--- config.mk ---
export PLATFORM = sky130hd
export DESIGN_NAME = wcs_watchdog
export DESIGN_NICKNAME = d
export VERILOG_FILES = /design/src/pkg/wcs_pkg.sv /design/src/design/wcs_tick_div.sv /design/src/design/wcs_watchdog.sv
export SDC_FILE = /design/constraint.sdc
export NUM_CORES = 1
export LEC_CHECK = 0
export ABC_AREA = 1
export BUFFER_PORTS_ARGS = -buffer_cell sky130_fd_sc_hd__buf_2
export CELL_PAD_IN_SITES_DETAIL_PLACEMENT = 1
export CELL_PAD_IN_SITES_GLOBAL_PLACEMENT = 2
export CORE_MARGIN = 4
export CORE_UTILIZATION = 32
export CTS_BUF_LIST = sky130_fd_sc_hd__clkbuf_4 sky130_fd_sc_hd__clkbuf_8
export CTS_CLUSTER_DIAMETER = 80
export DETAILED_ROUTE_END_ITERATION = 16
export PLACE_DENSITY_LB_ADDON = 0.15
export SLEW_MARGIN = 20
export SYNTH_ARGS = -nofsm -noshare
export SYNTH_HDL_FRONTEND = slang
export SYNTH_SLANG_ARGS = --single-unit
--- constraint.sdc ---
create_clock -name clk_sys_in -period 1.5 [get_ports clk_sys_in]
set_input_delay 0.15 -clock clk_sys_in [delete_from_list [all_inputs] [get_ports clk_sys_in]]
set_output_delay 0.15 -clock clk_sys_in [all_outputs]
set_load 0.01 [all_outputs]
--- src/pkg/wcs_pkg.sv ---
// Package for the watchdog command block: register map, command codes,
// reset values, synchronisation delays and the register access struct.
// Assumes a single 20 MHz core clock; the divided low-frequency clock
// is modelled as a one-cycle enable pulse derived from that clock.
package wcs_pkg;

  // Core clock rate and the nominal divided low-frequency clock rate.
  localparam int unsigned CORE_CLK_HZ = 20_000_000;
  localparam int unsigned LF_CLK_HZ = 80_000;
  // Core clock cycles per divided low-frequency clock period.
  localparam int unsigned LF_DIV_CYCLES = CORE_CLK_HZ / LF_CLK_HZ;

  // Register address of watchdog_command_status.
  localparam logic [7:0] WCS_ADDR = 8'h97;
  localparam logic [7:0] WCS_RESET_VAL = 8'h17;

  // Command values written to watchdog_command_status.
  localparam logic [7:0] CMD_ENABLE_RELOAD = 8'hA5;
  localparam logic [7:0] CMD_DISABLE_FIRST = 8'hDE;
  localparam logic [7:0] CMD_DISABLE_SECOND = 8'hAD;
  localparam logic [7:0] CMD_LOCK = 8'hFF;

  // Field positions.
  localparam int unsigned CMD_BIT = 7;
  localparam int unsigned ACTIVE_BIT = 4;
  localparam int unsigned IVAL_W = 3;
  localparam logic [2:0] IVAL_RESET = 3'h7;

  // Synchronisation delays, in divided low-frequency clock periods.
  localparam logic [1:0] ENABLE_DELAY_TICKS = 2'h2;
  localparam logic [1:0] DISABLE_DELAY_TICKS = 2'h3;
  // Largest core clock gap between the two disable writes.
  localparam logic [2:0] DISABLE_GAP_CYCLES = 3'h4;

  // Timeout is 4^(code+3) increments; the counter needs 2*(7+3)+1 bits.
  localparam int unsigned IVAL_OFFSET = 3;
  localparam int unsigned CNT_W = 21;

  // Special function register access from the core, one cycle wide.
  typedef struct packed {
    logic wr;
    logic rd;
    logic [7:0] addr;
    logic [7:0] wdata;
  } wcs_sfr_req_t;

endpackage : wcs_pkg

--- src/design/wcs_tick_div.sv ---
// Divider that turns the core clock into the divided low-frequency
// clock, delivered as a one-cycle enable pulse.
// Assumes an active-low reset, asserted asynchronously and released in step with clk_in.
`timescale 1ns/1ns
module wcs_tick_div #(
  parameter int unsigned DIV = 250
) (
  input wire logic clk_in,
  input wire logic rst_n_in,
  output logic tick_out
);

  localparam int unsigned CW = $clog2(DIV);
  localparam logic [CW-1:0] LAST = CW'(DIV - 1);

  logic [CW-1:0] count_r;

  // Free-running count; the registered pulse comes in the cycle after the last count of each period.
  always_ff @(posedge clk_in or negedge rst_n_in) begin
    if (!rst_n_in) begin
      count_r <= '0;
      tick_out <= 1'b0;
    end else begin
      tick_out <= (count_r == LAST);
      count_r <= (count_r == LAST) ? '0 : count_r + 1'b1;
    end
  end

endmodule // wcs_tick_div

--- src/design/wcs_watchdog.sv ---
// Watchdog timer with a command/status register written by the core.
// Assumes register strobes come from logic on clk_sys_in, one cycle each.
//
// Notes on behaviour
// - Enable/reload applies two low-frequency ticks later.
// - Interval write applies one core clock later.
// - Disable applies three low-frequency ticks later.
// - Read returns interval code in bits 2:0.
// - Read bit four shows watchdog active.
// - MSB-clear write loads interval from bits 2:0.
// - Writing A5 enables and clears counter.
// - DE then AD within four clocks disables.
// - Writing FF locks out disable until reset.
// - Timeout after four to code-plus-three increments.
// - Counter overflow forces a system reset.
// - Counter holds when disabled; comparator stays active.
// - Counts per tick; reset leaves it enabled, cleared.
`timescale 1ns/1ns
module wcs_watchdog #(
  parameter int unsigned LF_DIV = wcs_pkg::LF_DIV_CYCLES
) (
  input wire logic clk_sys_in,
  input wire logic reset_n_in,
  input wire wcs_pkg::wcs_sfr_req_t sfr_req_in,
  output logic [7:0] sfr_rdata_out,
  output logic sfr_rvalid_out,
  output logic wdog_reset_out,
  output logic lf_osc_force_on_out
);

  logic rst_meta_r;
  logic rst_sync_n_r;
  logic lf_tick;
  logic wr_hit;
  logic [7:0] wdat;
  logic [2:0] ival_r;
  logic enabled_r;
  logic lock_r;
  logic arm_r;
  logic [2:0] gap_r;
  logic en_pend_r;
  logic [1:0] en_cnt_r;
  logic dis_pend_r;
  logic [1:0] dis_cnt_r;
  logic en_apply;
  logic dis_apply;
  logic [wcs_pkg::CNT_W-1:0] count_r;
  logic [wcs_pkg::CNT_W-1:0] limit;

  // Reset release through two flops; assertion stays asynchronous.
  always_ff @(posedge clk_sys_in or negedge reset_n_in) begin
    if (!reset_n_in) begin
      rst_meta_r <= 1'b0;
      rst_sync_n_r <= 1'b0;
    end else begin
      rst_meta_r <= 1'b1;
      rst_sync_n_r <= rst_meta_r;
    end
  end

  wcs_tick_div #(
    .DIV(LF_DIV)
  ) u_div (
    .clk_in(clk_sys_in),
    .rst_n_in(rst_sync_n_r),
    .tick_out(lf_tick)
  );

  assign wr_hit = sfr_req_in.wr && (sfr_req_in.addr == wcs_pkg::WCS_ADDR);
  assign wdat = sfr_req_in.wdata;

  // one clock delay: the new code is seen from the next edge on.
  always_ff @(posedge clk_sys_in or negedge rst_sync_n_r) begin
    if (!rst_sync_n_r) begin
      ival_r <= wcs_pkg::IVAL_RESET;
    end else if (wr_hit && !wdat[wcs_pkg::CMD_BIT]) begin
      ival_r <= wdat[wcs_pkg::IVAL_W-1:0];
    end
  end

  // disable lockout
  // Only a reset clears the lock, so firmware cannot undo it.
  always_ff @(posedge clk_sys_in or negedge rst_sync_n_r) begin
    if (!rst_sync_n_r) begin
      lock_r <= 1'b0;
    end else if (wr_hit && wdat == wcs_pkg::CMD_LOCK) begin
      lock_r <= 1'b1;
    end
  end

  // unknown commands ignored: they neither arm nor cancel the key.
  always_ff @(posedge clk_sys_in or negedge rst_sync_n_r) begin
    if (!rst_sync_n_r) begin
      arm_r <= 1'b0;
      gap_r <= '0;
    end else if (wr_hit && wdat == wcs_pkg::CMD_DISABLE_FIRST) begin
      arm_r <= 1'b1;
      gap_r <= 3'h1;
    end else if (wr_hit && (!wdat[wcs_pkg::CMD_BIT] ||
                 wdat == wcs_pkg::CMD_ENABLE_RELOAD ||
                 wdat == wcs_pkg::CMD_DISABLE_SECOND ||
                 wdat == wcs_pkg::CMD_LOCK)) begin
      arm_r <= 1'b0; // Any known command but DE consumes the armed key; DE restarts it.
    end else if (arm_r) begin
      if (gap_r == wcs_pkg::DISABLE_GAP_CYCLES) begin
        arm_r <= 1'b0; // Window ran out; a late second key is ignored.
      end else begin
        gap_r <= gap_r + 3'h1;
      end
    end
  end

  // enable pending
  // The write is held until the second tick after it, as the counter
  // logic would see it behind a two-stage synchroniser.
  always_ff @(posedge clk_sys_in or negedge rst_sync_n_r) begin
    if (!rst_sync_n_r) begin
      en_pend_r <= 1'b0;
      en_cnt_r <= '0;
    end else if (wr_hit && wdat == wcs_pkg::CMD_ENABLE_RELOAD) begin
      en_pend_r <= 1'b1;
      en_cnt_r <= '0;
    end else if (en_apply) begin
      en_pend_r <= 1'b0;
    end else if (en_pend_r && lf_tick) begin
      en_cnt_r <= en_cnt_r + 2'h1;
    end
  end

  assign en_apply = en_pend_r && lf_tick &&
                    (en_cnt_r == wcs_pkg::ENABLE_DELAY_TICKS - 2'h1);

  // lock check: a locked watchdog never starts a disable.
  always_ff @(posedge clk_sys_in or negedge rst_sync_n_r) begin
    if (!rst_sync_n_r) begin
      dis_pend_r <= 1'b0;
      dis_cnt_r <= '0;
    end else if (wr_hit && wdat == wcs_pkg::CMD_DISABLE_SECOND &&
                 arm_r && !lock_r) begin
      dis_pend_r <= 1'b1;
      dis_cnt_r <= '0;
    end else if (dis_apply || lock_r) begin
      dis_pend_r <= 1'b0;
    end else if (dis_pend_r && lf_tick) begin
      dis_cnt_r <= dis_cnt_r + 2'h1;
    end
  end

  assign dis_apply = dis_pend_r && lf_tick && !lock_r &&
                     (dis_cnt_r == wcs_pkg::DISABLE_DELAY_TICKS - 2'h1);

  // enable on A5; an enable that lands with a disable wins.
  always_ff @(posedge clk_sys_in or negedge rst_sync_n_r) begin
    if (!rst_sync_n_r) begin
      enabled_r <= 1'b1;
    end else if (en_apply) begin
      enabled_r <= 1'b1;
    end else if (dis_apply) begin
      enabled_r <= 1'b0;
    end
  end

  // timeout limit: 4^(code+3) is a single bit at 2*(code+3).
  always_comb begin
    limit = '0;
    // The index reaches 20, so it is worked out five bits wide.
    limit[5'({ival_r, 1'b0}) + 5'(2 * wcs_pkg::IVAL_OFFSET)] = 1'b1;
  end

  // hold when disabled; the counter is not cleared on disable.
  always_ff @(posedge clk_sys_in or negedge rst_sync_n_r) begin
    if (!rst_sync_n_r) begin
      count_r <= '0;
    end else if (en_apply) begin
      count_r <= '0;
    end else if (enabled_r && lf_tick && count_r < limit) begin
      count_r <= count_r + 1'b1;
    end
  end

  // comparator always live, so shrinking the interval can fire it.
  always_ff @(posedge clk_sys_in or negedge rst_sync_n_r) begin
    if (!rst_sync_n_r) begin
      wdog_reset_out <= 1'b0;
    end else if (count_r >= limit) begin
      wdog_reset_out <= 1'b1; // Held until the system reset arrives.
    end
  end

  // While the watchdog runs it needs its clock source kept alive.
  always_ff @(posedge clk_sys_in or negedge rst_sync_n_r) begin
    if (!rst_sync_n_r) begin
      lf_osc_force_on_out <= 1'b1;
    end else begin
      lf_osc_force_on_out <= enabled_r;
    end
  end

  always_ff @(posedge clk_sys_in or negedge rst_sync_n_r) begin
    if (!rst_sync_n_r) begin
      sfr_rdata_out <= 8'h00;
      sfr_rvalid_out <= 1'b0;
    end else begin
      sfr_rvalid_out <= sfr_req_in.rd &&
                        (sfr_req_in.addr == wcs_pkg::WCS_ADDR);
      if (sfr_req_in.rd && sfr_req_in.addr == wcs_pkg::WCS_ADDR) begin
        sfr_rdata_out <= {3'h0, enabled_r, 1'b0, ival_r};
      end else begin
        sfr_rdata_out <= 8'h00;
      end
    end
  end

endmodule // wcs_watchdog

* Word-level counts from Yosys, hierarchy flattened
Index checks and enable logic that the tools add are counted.
** Word-level totals
- Flip-flop bits (word level) :: 58
- Latch bits :: 0
- RAM bits :: 0
- Memory bits (read-only) :: 0
- Input bits :: 20
- Output and inout bits :: 11
- Word-level logic and storage cells :: 101
- Memories kept :: 0
** Cells by class
- Add/subtract/negate cells :: 6
- Multipliers :: 0
- Div/mod/pow operators :: 0
- Order comparisons :: 4
- Equality and inequality tests :: 13
- Shifts and indexed selects :: 0
- Muxes and demuxes :: 26
- Bitwise gates (word level) :: 0
- Reduce and logical (&&, ||, !) cells :: 34
** Operators by type and width (number)
- equality test 8 bit, second input constant :: 6
- 2-to-1 mux 21 bit :: 2
- adder 21 x 1 -> 21 bit, second input constant :: 1
- greater-or-equal comparator 21 bit :: 1
- less-than comparator 21 bit :: 1
- logical AND 1 bit :: 18
- nonzero test 2 bit :: 7
- 2-to-1 mux 2 bit :: 6
- 2-to-1 mux 3 bit :: 4
- 2-to-1 mux 1 bit :: 11
- adder 8 x 1 -> 8 bit, second input constant :: 1
- 2-to-1 mux 8 bit :: 1
- less-than comparator 5 x 6 -> 1 bit, second input constant :: 1
- inequality test 2 bit, second input constant :: 3
- adder 4 x 3 -> 5 bit, second input constant :: 1
- demux 1 bit (select 5 bit) :: 1
- greater-or-equal comparator 5 x 1 -> 1 bit, second input constant :: 1
- 2-to-1 mux 5 bit :: 1
- adder 2 x 1 -> 2 bit, second input constant :: 2
- logical OR 1 bit :: 4
- AND reduction 2 bit :: 2
- adder 3 x 1 -> 3 bit, second input constant :: 1
- equality test 3 bit, second input constant :: 1
- AND reduction 3 bit :: 1
- other kinds (4) :: 5

* Longest topological paths before layout
Gate-level depths: netlist of run 1.
- Word-level depth :: 9
- Depth in mapped cells :: 15
- Gate-level depth less buffers :: 14

* Cells and area by module
Synthesis of run 1 repeated with hierarchy kept, for this count alone.
** Unflattened totals
- Cells, all modules :: 473
- Area, all modules :: 3439.5 µm²
** By module, submodules not included
- wcs_watchdog :: instances 1, cells an instance 422, area each 2974.1 µm², sequential area each 1132.3 µm²
- wcs_tick_div :: instances 1, cells an instance 51, area each 465.4 µm², sequential area each 225.2 µm²

* Worst setup path after synthesis of run 1
No wires, ideal clock.
- Kind :: register -> register
- From :: register ival_r[0]
- To :: register count_r[8] (netlist bit)
- Setup time :: 0.117 ns
- Arrival time :: 1.834 ns
- Data required time :: 1.383 ns
- Setup slack :: -0.451 ns
- Stages on the path, launching flop included :: 13
- Buffers on the path :: 1
- Period minus slack after synthesis :: 1.951 ns
- Cells stage by stage :: dfstp_2 > nand3_1 > ha_1 > inv_1 > nor2_1 > nand3_1 > nor2_1 > nand2_1 > nand4_4 > nand2_4 > buf_6 > nand2_1 > nand2_1
** Between the ends
- Word-level cells in the longest chain between the ends :: 8
- Elaborated cells between the ends (all ways) :: 9
- Those cells by class :: 1 x add/sub; 3 x order compare; 2 x mux; 3 x reduce/logical
** RTL lines
- start, declared :: RTL line wcs_watchdog.sv:36 : logic [2:0] ival_r;
- start signal, assigned :: RTL line wcs_watchdog.sv:75 : ival_r <= wcs_pkg::IVAL_RESET;
- start signal, assigned :: RTL line wcs_watchdog.sv:77 : ival_r <= wdat[wcs_pkg::IVAL_W-1:0];
- adder 4 x 3 -> 5 bit * :: RTL line wcs_watchdog.sv:167 : limit[5'({ival_r, 1'b0}) + 5'(2 * wcs_pkg::IVAL_OFFSET)] = 1'b1;
- less-than comparator 5 x 6 -> 1 bit (implied by the code) / greater-or-equal comparator 5 x 1 -> 1 bit (equally long branches) :: RTL line wcs_watchdog.sv:167
- logical AND 1 bit (implied by the code) :: RTL line wcs_watchdog.sv:167
- 2-to-1 mux 1 bit (implied by the code) :: RTL line wcs_watchdog.sv:167
- demux 1 bit (select 5 bit) * :: RTL line wcs_watchdog.sv:167
- less-than comparator 21 bit * :: RTL line wcs_watchdog.sv:176 : end else if (enabled_r && lf_tick && count_r < limit) begin
- logical AND 1 bit * :: RTL line wcs_watchdog.sv:176
- nonzero test 2 bit (no line) *
- end signal, assigned :: RTL line wcs_watchdog.sv:177 : count_r <= count_r + 1'b1;
- end, declared :: RTL line wcs_watchdog.sv:47 : logic [wcs_pkg::CNT_W-1:0] count_r;
Every way passes the cells marked *; elsewhere a longest branch is shown, timed or not.
A chain may end at the register's enable or synchronous reset.

* Worst setup path in the final report of run 1
- From :: register ival_r[2]
- To :: register count_r[10] (netlist bit)
Same word-level chain as after synthesis.

==> flow_summary_export.csv, run 1 <==
group,metric,value,unit
clock_tree,clkSinkCount,54,
drt,detail_route.wl_per_cell,15.1,um
floorplanning,die_w,111,um
cells_and_area,drive_gt1_share,33.3,%
synth,yosys.area.top_type_share,36.1,%
synth,synth-seq-cells,54,
min_path,holdPathStages,3,
critical_path,worst_path_most_repeated_cell,"nand2_1",
critical_path,end_kind,"register",
global_routing,grt_start_max_net_pins,42,
critical_path,max_stage_delay,610,ps
synth,yosysTopAreaCell,"dfrtp_1",
sta,slew_violations,0,
global_routing,grt_pass1_wl,18.2,mm
run_status,status,"finished, violations left",
floorplanning,rows,37,
drt,wl,10.7,mm
sta,period_minus_slack,2220,ps
cells_and_area,final_cell_mix,"120 x nand2_1, 59 x buf_4, 58 x nor2_1, 52 x inv_1, 48 x dfrtp_1",
cells_and_area,nets,611,
critical_path,path_cells,"buf_6 -> nand2_1 -> ha_1 -> nand2_1 -> nand2_1 -> nand2_1 -> nand2_1 -> a21oi_4 -> nand4_4 -> buf_12 -> buf_12 -> nand3_4 -> nand2_2",
cells_and_area,fin_cells,712,
clock_tree,root_buffer,"clkbuf_8",
clock_tree,cts_tree,"done",
drt,antenna_left,0,
clock_tree,clock_path_buffers,2,
floorplanning,start_util,32.9,%
drt,first_pass_iters,4,
synth,synthesis.area,3400,sq um
floorplanning,die_h,111,um
sta,max_freq,0.451,GHz
drt,drt_iter0_drc,79,
sta,whs,102,ps
critical_path,cp.arrival,2430,ps
placement,gp_congestion,0.813,
placement,place_ws,-722,ps
clock_tree,h-tree-depth,2,
placement,dpl.cell_count,684,
critical_path,required,1710,ps
critical_path,crit_path_start_kind,"register",
power,power_leakage,2.42,nW
min_path,hold_class,"in2reg",
synth,yosysUniqueCellTypes,35,
critical_path,crit_type,"reg2reg",
global_routing,grtUsageTotal,17.9,%
floorplanning,core,10300,sq um
cells_and_area,utilization,46.6,%
synth,synth_async_sr_flop_share,100,%
critical_path,cp_max_fo,8,
sta,skew,17.2,ps
global_routing,grt_pass1_vias,3685,
cells_and_area,antenna-diode-count,0,
clock_tree,clk_latency,330,ps
sta,min_period_over_period,148,%
run,cap_violations,0,
clock_tree,numCtsBuffers,5,
run_status,violations,"negative setup slack",
power,power.density,535,nW/um^2
placement,hpwlAfterDp,7.79,mm
global_routing,grt_overflow,0,
drt,viasPerCell,4.74,
global_routing,antenna_found_initial,0,
synth,syn_inst,473,
critical_path,cp_slowest_cell,"dfstp_2",
floorplanning,die_area,12300,sq um
sta,final_hold_viol_count,0,
critical_path,worst-r2r-cell-count,13,
cells_and_area,area.growth.synth_to_final,41.7,%
clock_tree,path_clk_slew,100,ps
synth,synth_edf_count,0,
placement,portBuffers,26,
cells_and_area,layout_commonest_cell,"nand2_1",
synth,synth-main-ff-cell,"dfrtp_1",
sta,fin_ws,-718,ps
synth,yosysSeqAreaShare,40.0,%
sta,setup_viol,22,
drt,drc,0,
power,vdd_drop_max,313,uV
sta,rsz0062_at_grt,"yes",
synth,yosysWarnings,0,
synth,syn_avg_cell_area,7.18,sq um
floorplanning,boundaryPins,31,
synth,ys_top_cells_by_area,"dfrtp_1 36%, nand2_1 16%, nor2_1 7.2%",
drt,vias,3377,
-- power breakdown --
group	total, mW	switching [mW]	leakage, nW	internal, mW
registers	1.49	0.0185	0.680	1.47
clock network	0.905	0.531	0.0472	0.373
logic	0.177	0.102	1.69	0.0755
-- per-stage QoR --
stage	setup TNS [ps]	power, mW	cell area (sq um)
2_1_floorplan	-8430	1.59	3460
6_report	-15260	2.57	4810
5_1_grt	-17870	2.72	4810
3_5_place_dp	-15350	1.67	4150
4_1_cts	-14170	2.61	4520
3_3_place_gp	-13520	1.66	4150
-- area by class of cell --
class | instances | area [sq um]
fillers | 1288 | 5510
multi-input cells | 354 | 2140
flip-flops and latches | 54 | 1360
repair buffers | 102 | 818
inverters | 58 | 225
well taps | 136 | 170
clock buffers | 6 | 82.6
clock inverters | 2 | 12.5
-- critical path: cells and delay by family (launching register included) --
family | cells | cell delay, ps
buffers and inverters | 3 | 460
flip-flops | 1 | 610
AO/OA/AOI/OAI | 1 | 180
adder cells (fa/ha/maj) | 1 | 310
AND/OR/NAND/NOR | 8 | 540
-- logic make-up (layout without fill, tap and decap cells) --
group           count (synthesis)  after routing  share of synthesized area (%)
buf+inv                        71            168                           8.88
compound gates                 27             27                           4.75
fa+ha+maj                      16             16                           5.89
xor+xnor                       11             11                           2.84
simple gates                  292            295                           37.5
flops                          54             54                           40.0
other cells                     2              5                          0.221
-- repair_timing --
action / in CTS / in global routing
hold buffers: 1 / 0
endpoints found under the hold margin: 2 / 0
setup endpoints to repair: 22 / 24
pin swaps: 9 / 31
gates cloned: 3 / 2
gates resized for setup: 35 / 51
buffers inserted: 9 / 7
-- synth_stat cells (2+ instances only) --
| master | n |
|---|---|
| inv_1 | 56 |
| nand3_1 | 48 |
| a21o_1 | 2 |
| dfrtp_1 | 49 |
| xor2_1 | 9 |
| nand2_1 | 141 |
| buf_4 | 6 |
| nand3b_1 | 3 |
| nor3b_1 | 3 |
| ha_1 | 16 |
| dfstp_2 | 5 |
| o21ai_0 | 9 |
| xnor2_1 | 2 |
| nor3_1 | 10 |
| or2_2 | 2 |
| conb_1 | 2 |
| buf_2 | 4 |
| nor4_1 | 3 |
| nor2_1 | 65 |
| inv_2 | 2 |
| nand4_1 | 12 |
| a21oi_1 | 10 |
| o22ai_1 | 2 |
-- flip-flops by register name (all words and copies together) (netlist names), 2 cells and up --
register,count
gap_r,3
sfr_rdata_out,4
ival_r,3
dis_cnt_r,2
en_cnt_r,2
count_r,21
u_div.count_r,8
-- worst paths after layout --
check / end / slack (ps) / from
hold / removal: ival_r[2]$_DFFE_PN1P_ / 100 / sfr_req_in[2]
hold reg to reg: gap_r[2]$_DFFE_PN0P_ / 160 / rst_sync_n_r$_DFF_PN0_
setup / recovery: count_r[10]$_DFFE_PN0P_ / -720 / ival_r[2]$_DFFE_PN1P_
setup reg to reg: count_r[10]$_DFFE_PN0P_ / -720 / ival_r[2]$_DFFE_PN1P_
min in group asynchronous: rst_sync_n_r$_DFF_PN0_ / 130 / reset_n_in
max in group asynchronous: ival_r[0]$_DFFE_PN1P_ / 760 / rst_sync_n_r$_DFF_PN0_
-- layer usage --
metal / share of wire [%] / vias up / global-route usage (%)
li1: - / 1703 / -
met1: 44 / 1637 / 22.0
met2: 53 / 25 / 33.2
met3: 1.3 / 12 / 2.51
met4: 1.9 / 0 / 4.22
met5: 0 / - / 0
(Power assumes the default switching activity.)
==> run 2: changes to the inputs <==
Clock period 1.5 ns to 2 ns, I/O delays scaled along.
==> run 2 against run 1 <==
The run still ends with negative setup slack left. Worst setup slack improved by 550 ps. Clock skew decreased by 6.8 ps. Routed wire length down 12%. Via count fell by 4.9%. Core utilization shrank 5.2 points. Combinational power is 33% lower. Power fell by 23%. Critical endpoint is now count_r[17]$_DFFE_PN0P_. Largest cell class unchanged.
==> flow_summary_export.csv, run 2 (same netlist as run 1, synthesis figures left out) <==
group,metric,value,unit
drt,wl,9.44,mm
critical_path,path_cells,"nand3_2 -> ha_4 -> inv_4 -> nor2_4 -> nand3_2 -> nor2_4 -> nand2_2 -> nand4_4 -> buf_12 -> nand2_4 -> nand2_1 -> nand2_1",
placement,gp_congestion,0.817,
floorplanning,die_h,111,um
power,p_clk_share,37.7,%
power,pwr-share-comb,6.0,%
global_routing,antenna_found_initial,0,
drt,detail_route.wl_per_cell,14.2,um
global_routing,grtUsageTotal,15.8,%
cells_and_area,fin_cells,664,
global_routing,grt_pass1_wl,16.1,mm
placement,portBuffers,26,
critical_path,end_kind,"register",
clock_tree,path_clk_slew,100,ps
floorplanning,start_util,32.9,%
floorplanning,boundaryPins,31,
clock_tree,clk_latency,310,ps
placement,hpwlAfterDp,6.96,mm
cells_and_area,layout_commonest_cell,"nand2_1",
cells_and_area,reg_top3,"count_r x21, u_div.count_r x8, sfr_rdata_out x4",
power,power.switching,460,uW
sta,setup_viol,22,
drt,vias,3210,
sta,skew,10.4,ps
run_status,status,"finished, violations left",
sta,worst_slew_pin_slew,728,ps
critical_path,cp_slowest_cell,"dfstp_2",
cells_and_area,area.growth.synth_to_final,25.9,%
cells_and_area,final_cell_mix,"121 x nand2_1, 60 x nor2_1, 51 x inv_1, 48 x dfrtp_1, 42 x nand3_1",
sta,max_freq,0.462,GHz
sta,slew_headroom,51.4,%
clock_tree,cts_tree,"done",
sta,fin_ws,-167,ps
drt,viasPerCell,4.83,
power,power.density,464,nW/um^2
sta,slew_violations,0,
sta,final_hold_viol_count,0,
cells_and_area,nets,563,
cells_and_area,antenna-diode-count,0,
drt,drc,0,
clock_tree,h-tree-depth,2,
sta,rsz0062_at_grt,"yes",
sta,period_minus_slack,2170,ps
global_routing,grt_start_max_net_pins,47,
power,p_sw_share,23.2,%
run_status,violations,"negative setup slack",
floorplanning,core,10300,sq um
cells_and_area,drive_gt1_share,24.1,%
drt,antenna_left,0,
clock_tree,root_buffer,"clkbuf_8",
global_routing,grt_overflow,0,
critical_path,crit_family,"simple AND/OR/NAND/NOR gates",
sta,whs,109,ps
critical_path,max_stage_delay,650,ps
clock_tree,clkSinkCount,54,
power,seqPwrFrac,56.3,%
critical_path,crit_path_start_kind,"register",
drt,first_pass_iters,4,
clock_tree,clock_path_buffers,2,
power,power_leakage,2.12,nW
clock_tree,numCtsBuffers,5,
critical_path,required,2210,ps
cells_and_area,regMostFlops,"count_r",
floorplanning,die_area,12300,sq um
floorplanning,rows,37,
placement,dpl.cell_count,640,
min_path,hold_class,"reg2async",
run,cap_violations,0,
cells_and_area,largest_reg_flops,21,
critical_path,critPathBufInv,2,
critical_path,cp.arrival,2370,ps
global_routing,grt_pass1_vias,3372,
sta,min_period_over_period,108,%
power,internal_power,1.52,mW
critical_path,cp_max_fo,7,
floorplanning,die_w,111,um
drt,drt_iter0_drc,104,
critical_path,crit_type,"reg2reg",
power,vdd_drop_max,251,uV
==> run 2: cell count changes in the layout (fill, tap and decap cells not counted), moves of 3 or more <==
cell / change
nand3_4: -3
nand3_1: +15
nand3_2: -12
buf_6: -7
buf_4: -37
==> run 2: final cells by class <==
class                   count  area, sq um
fillers                  1288         6050
clock inverters             3         40.0
repair buffers             54          379
well taps                 136          170
multi-input cells         354         2040
inverters                  58          220
flip-flops and latches     54         1360
clock buffers               5         68.8
==> run 2: worst register-to-register path: stages, from the launching register on <==
cell,delay (ps)
dfstp_2,650
nand3_2,120
ha_4,310
inv_4,40
nor2_4,110
nand3_2,100
nor2_4,150
nand2_2,80
nand4_4,130
buf_12,160
nand2_4,80
nand2_1,90
nand2_1,50
==> run 2: per-stage QoR <==
| step | util [%] | power (mW) | setup WS, ps | TNS [ps] | instance area [sq um] |
|---|---|---|---|---|---|
| 2_1_floorplan | - | 1.19 | 48.6 | 0 | 3410 |
| 3_3_place_gp | 36.4 | 1.24 | -188 | -3650 | 3760 |
| 3_5_place_dp | 36.4 | 1.25 | -227 | -4240 | 3760 |
| 4_1_cts | 40.1 | 2.02 | -152 | -2440 | 4140 |
| 5_1_grt | 41.4 | 2.10 | -313 | -6250 | 4280 |
| 6_report | 41.4 | 1.98 | -167 | -3300 | 4280 |
==> run 2: worst paths after layout <==
kind	from	to	cells past startpoint	slack, ps
worst min-delay path	rst_sync_n_r$_DFF_PN0_	dis_cnt_r[1]$_DFFE_PN0P_	0	110
min in group clk_sys_in	sfr_req_in[2]	ival_r[2]$_DFFE_PN1P_	3	180
worst max-delay path	ival_r[0]$_DFFE_PN1P_	count_r[17]$_DFFE_PN0P_	12	-170
worst max register to register	ival_r[0]$_DFFE_PN1P_	count_r[17]$_DFFE_PN0P_	12	-170
worst min register to register	rst_sync_n_r$_DFF_PN0_	dis_cnt_r[1]$_DFFE_PN0P_	0	110
max in group asynchronous	rst_sync_n_r$_DFF_PN0_	lf_osc_force_on_out$_DFF_PN1_	1	1340
==> run 2: power by group through the flow <==
stage                     Sequential (mW)  Combinational (mW)  Clock, mW
final                                1.12               0.118      0.748
after global routing                 1.12               0.138      0.844
after CTS                            1.12               0.118      0.789
after detailed placement             1.14               0.108          0
after global placement               1.14               0.106          0
after floorplan                      1.15              0.0424          0
==> run 2: repair_timing <==
action                                 in CTS  in global routing
pin swaps                                   2                  7
endpoints found under the hold margin       2                  0
hold buffers                                1                  0
setup buffers                              10                  2
resized for setup                          31                 27
setup endpoints to repair                  21                 22
gates cloned                                2                  1
==> run 2: layer usage <==
| metal | part of all wire [%] | up-vias | global-route usage (%) |
|---|---|---|---|
| met5 | 0 | - | 0 |
| met4 | 1.3 | 0 | 4.62 |
| met3 | 1.6 | 7 | 2.84 |
| met2 | 52 | 18 | 28.6 |
| met1 | 45 | 1578 | 19.0 |
| li1 | - | 1607 | - |
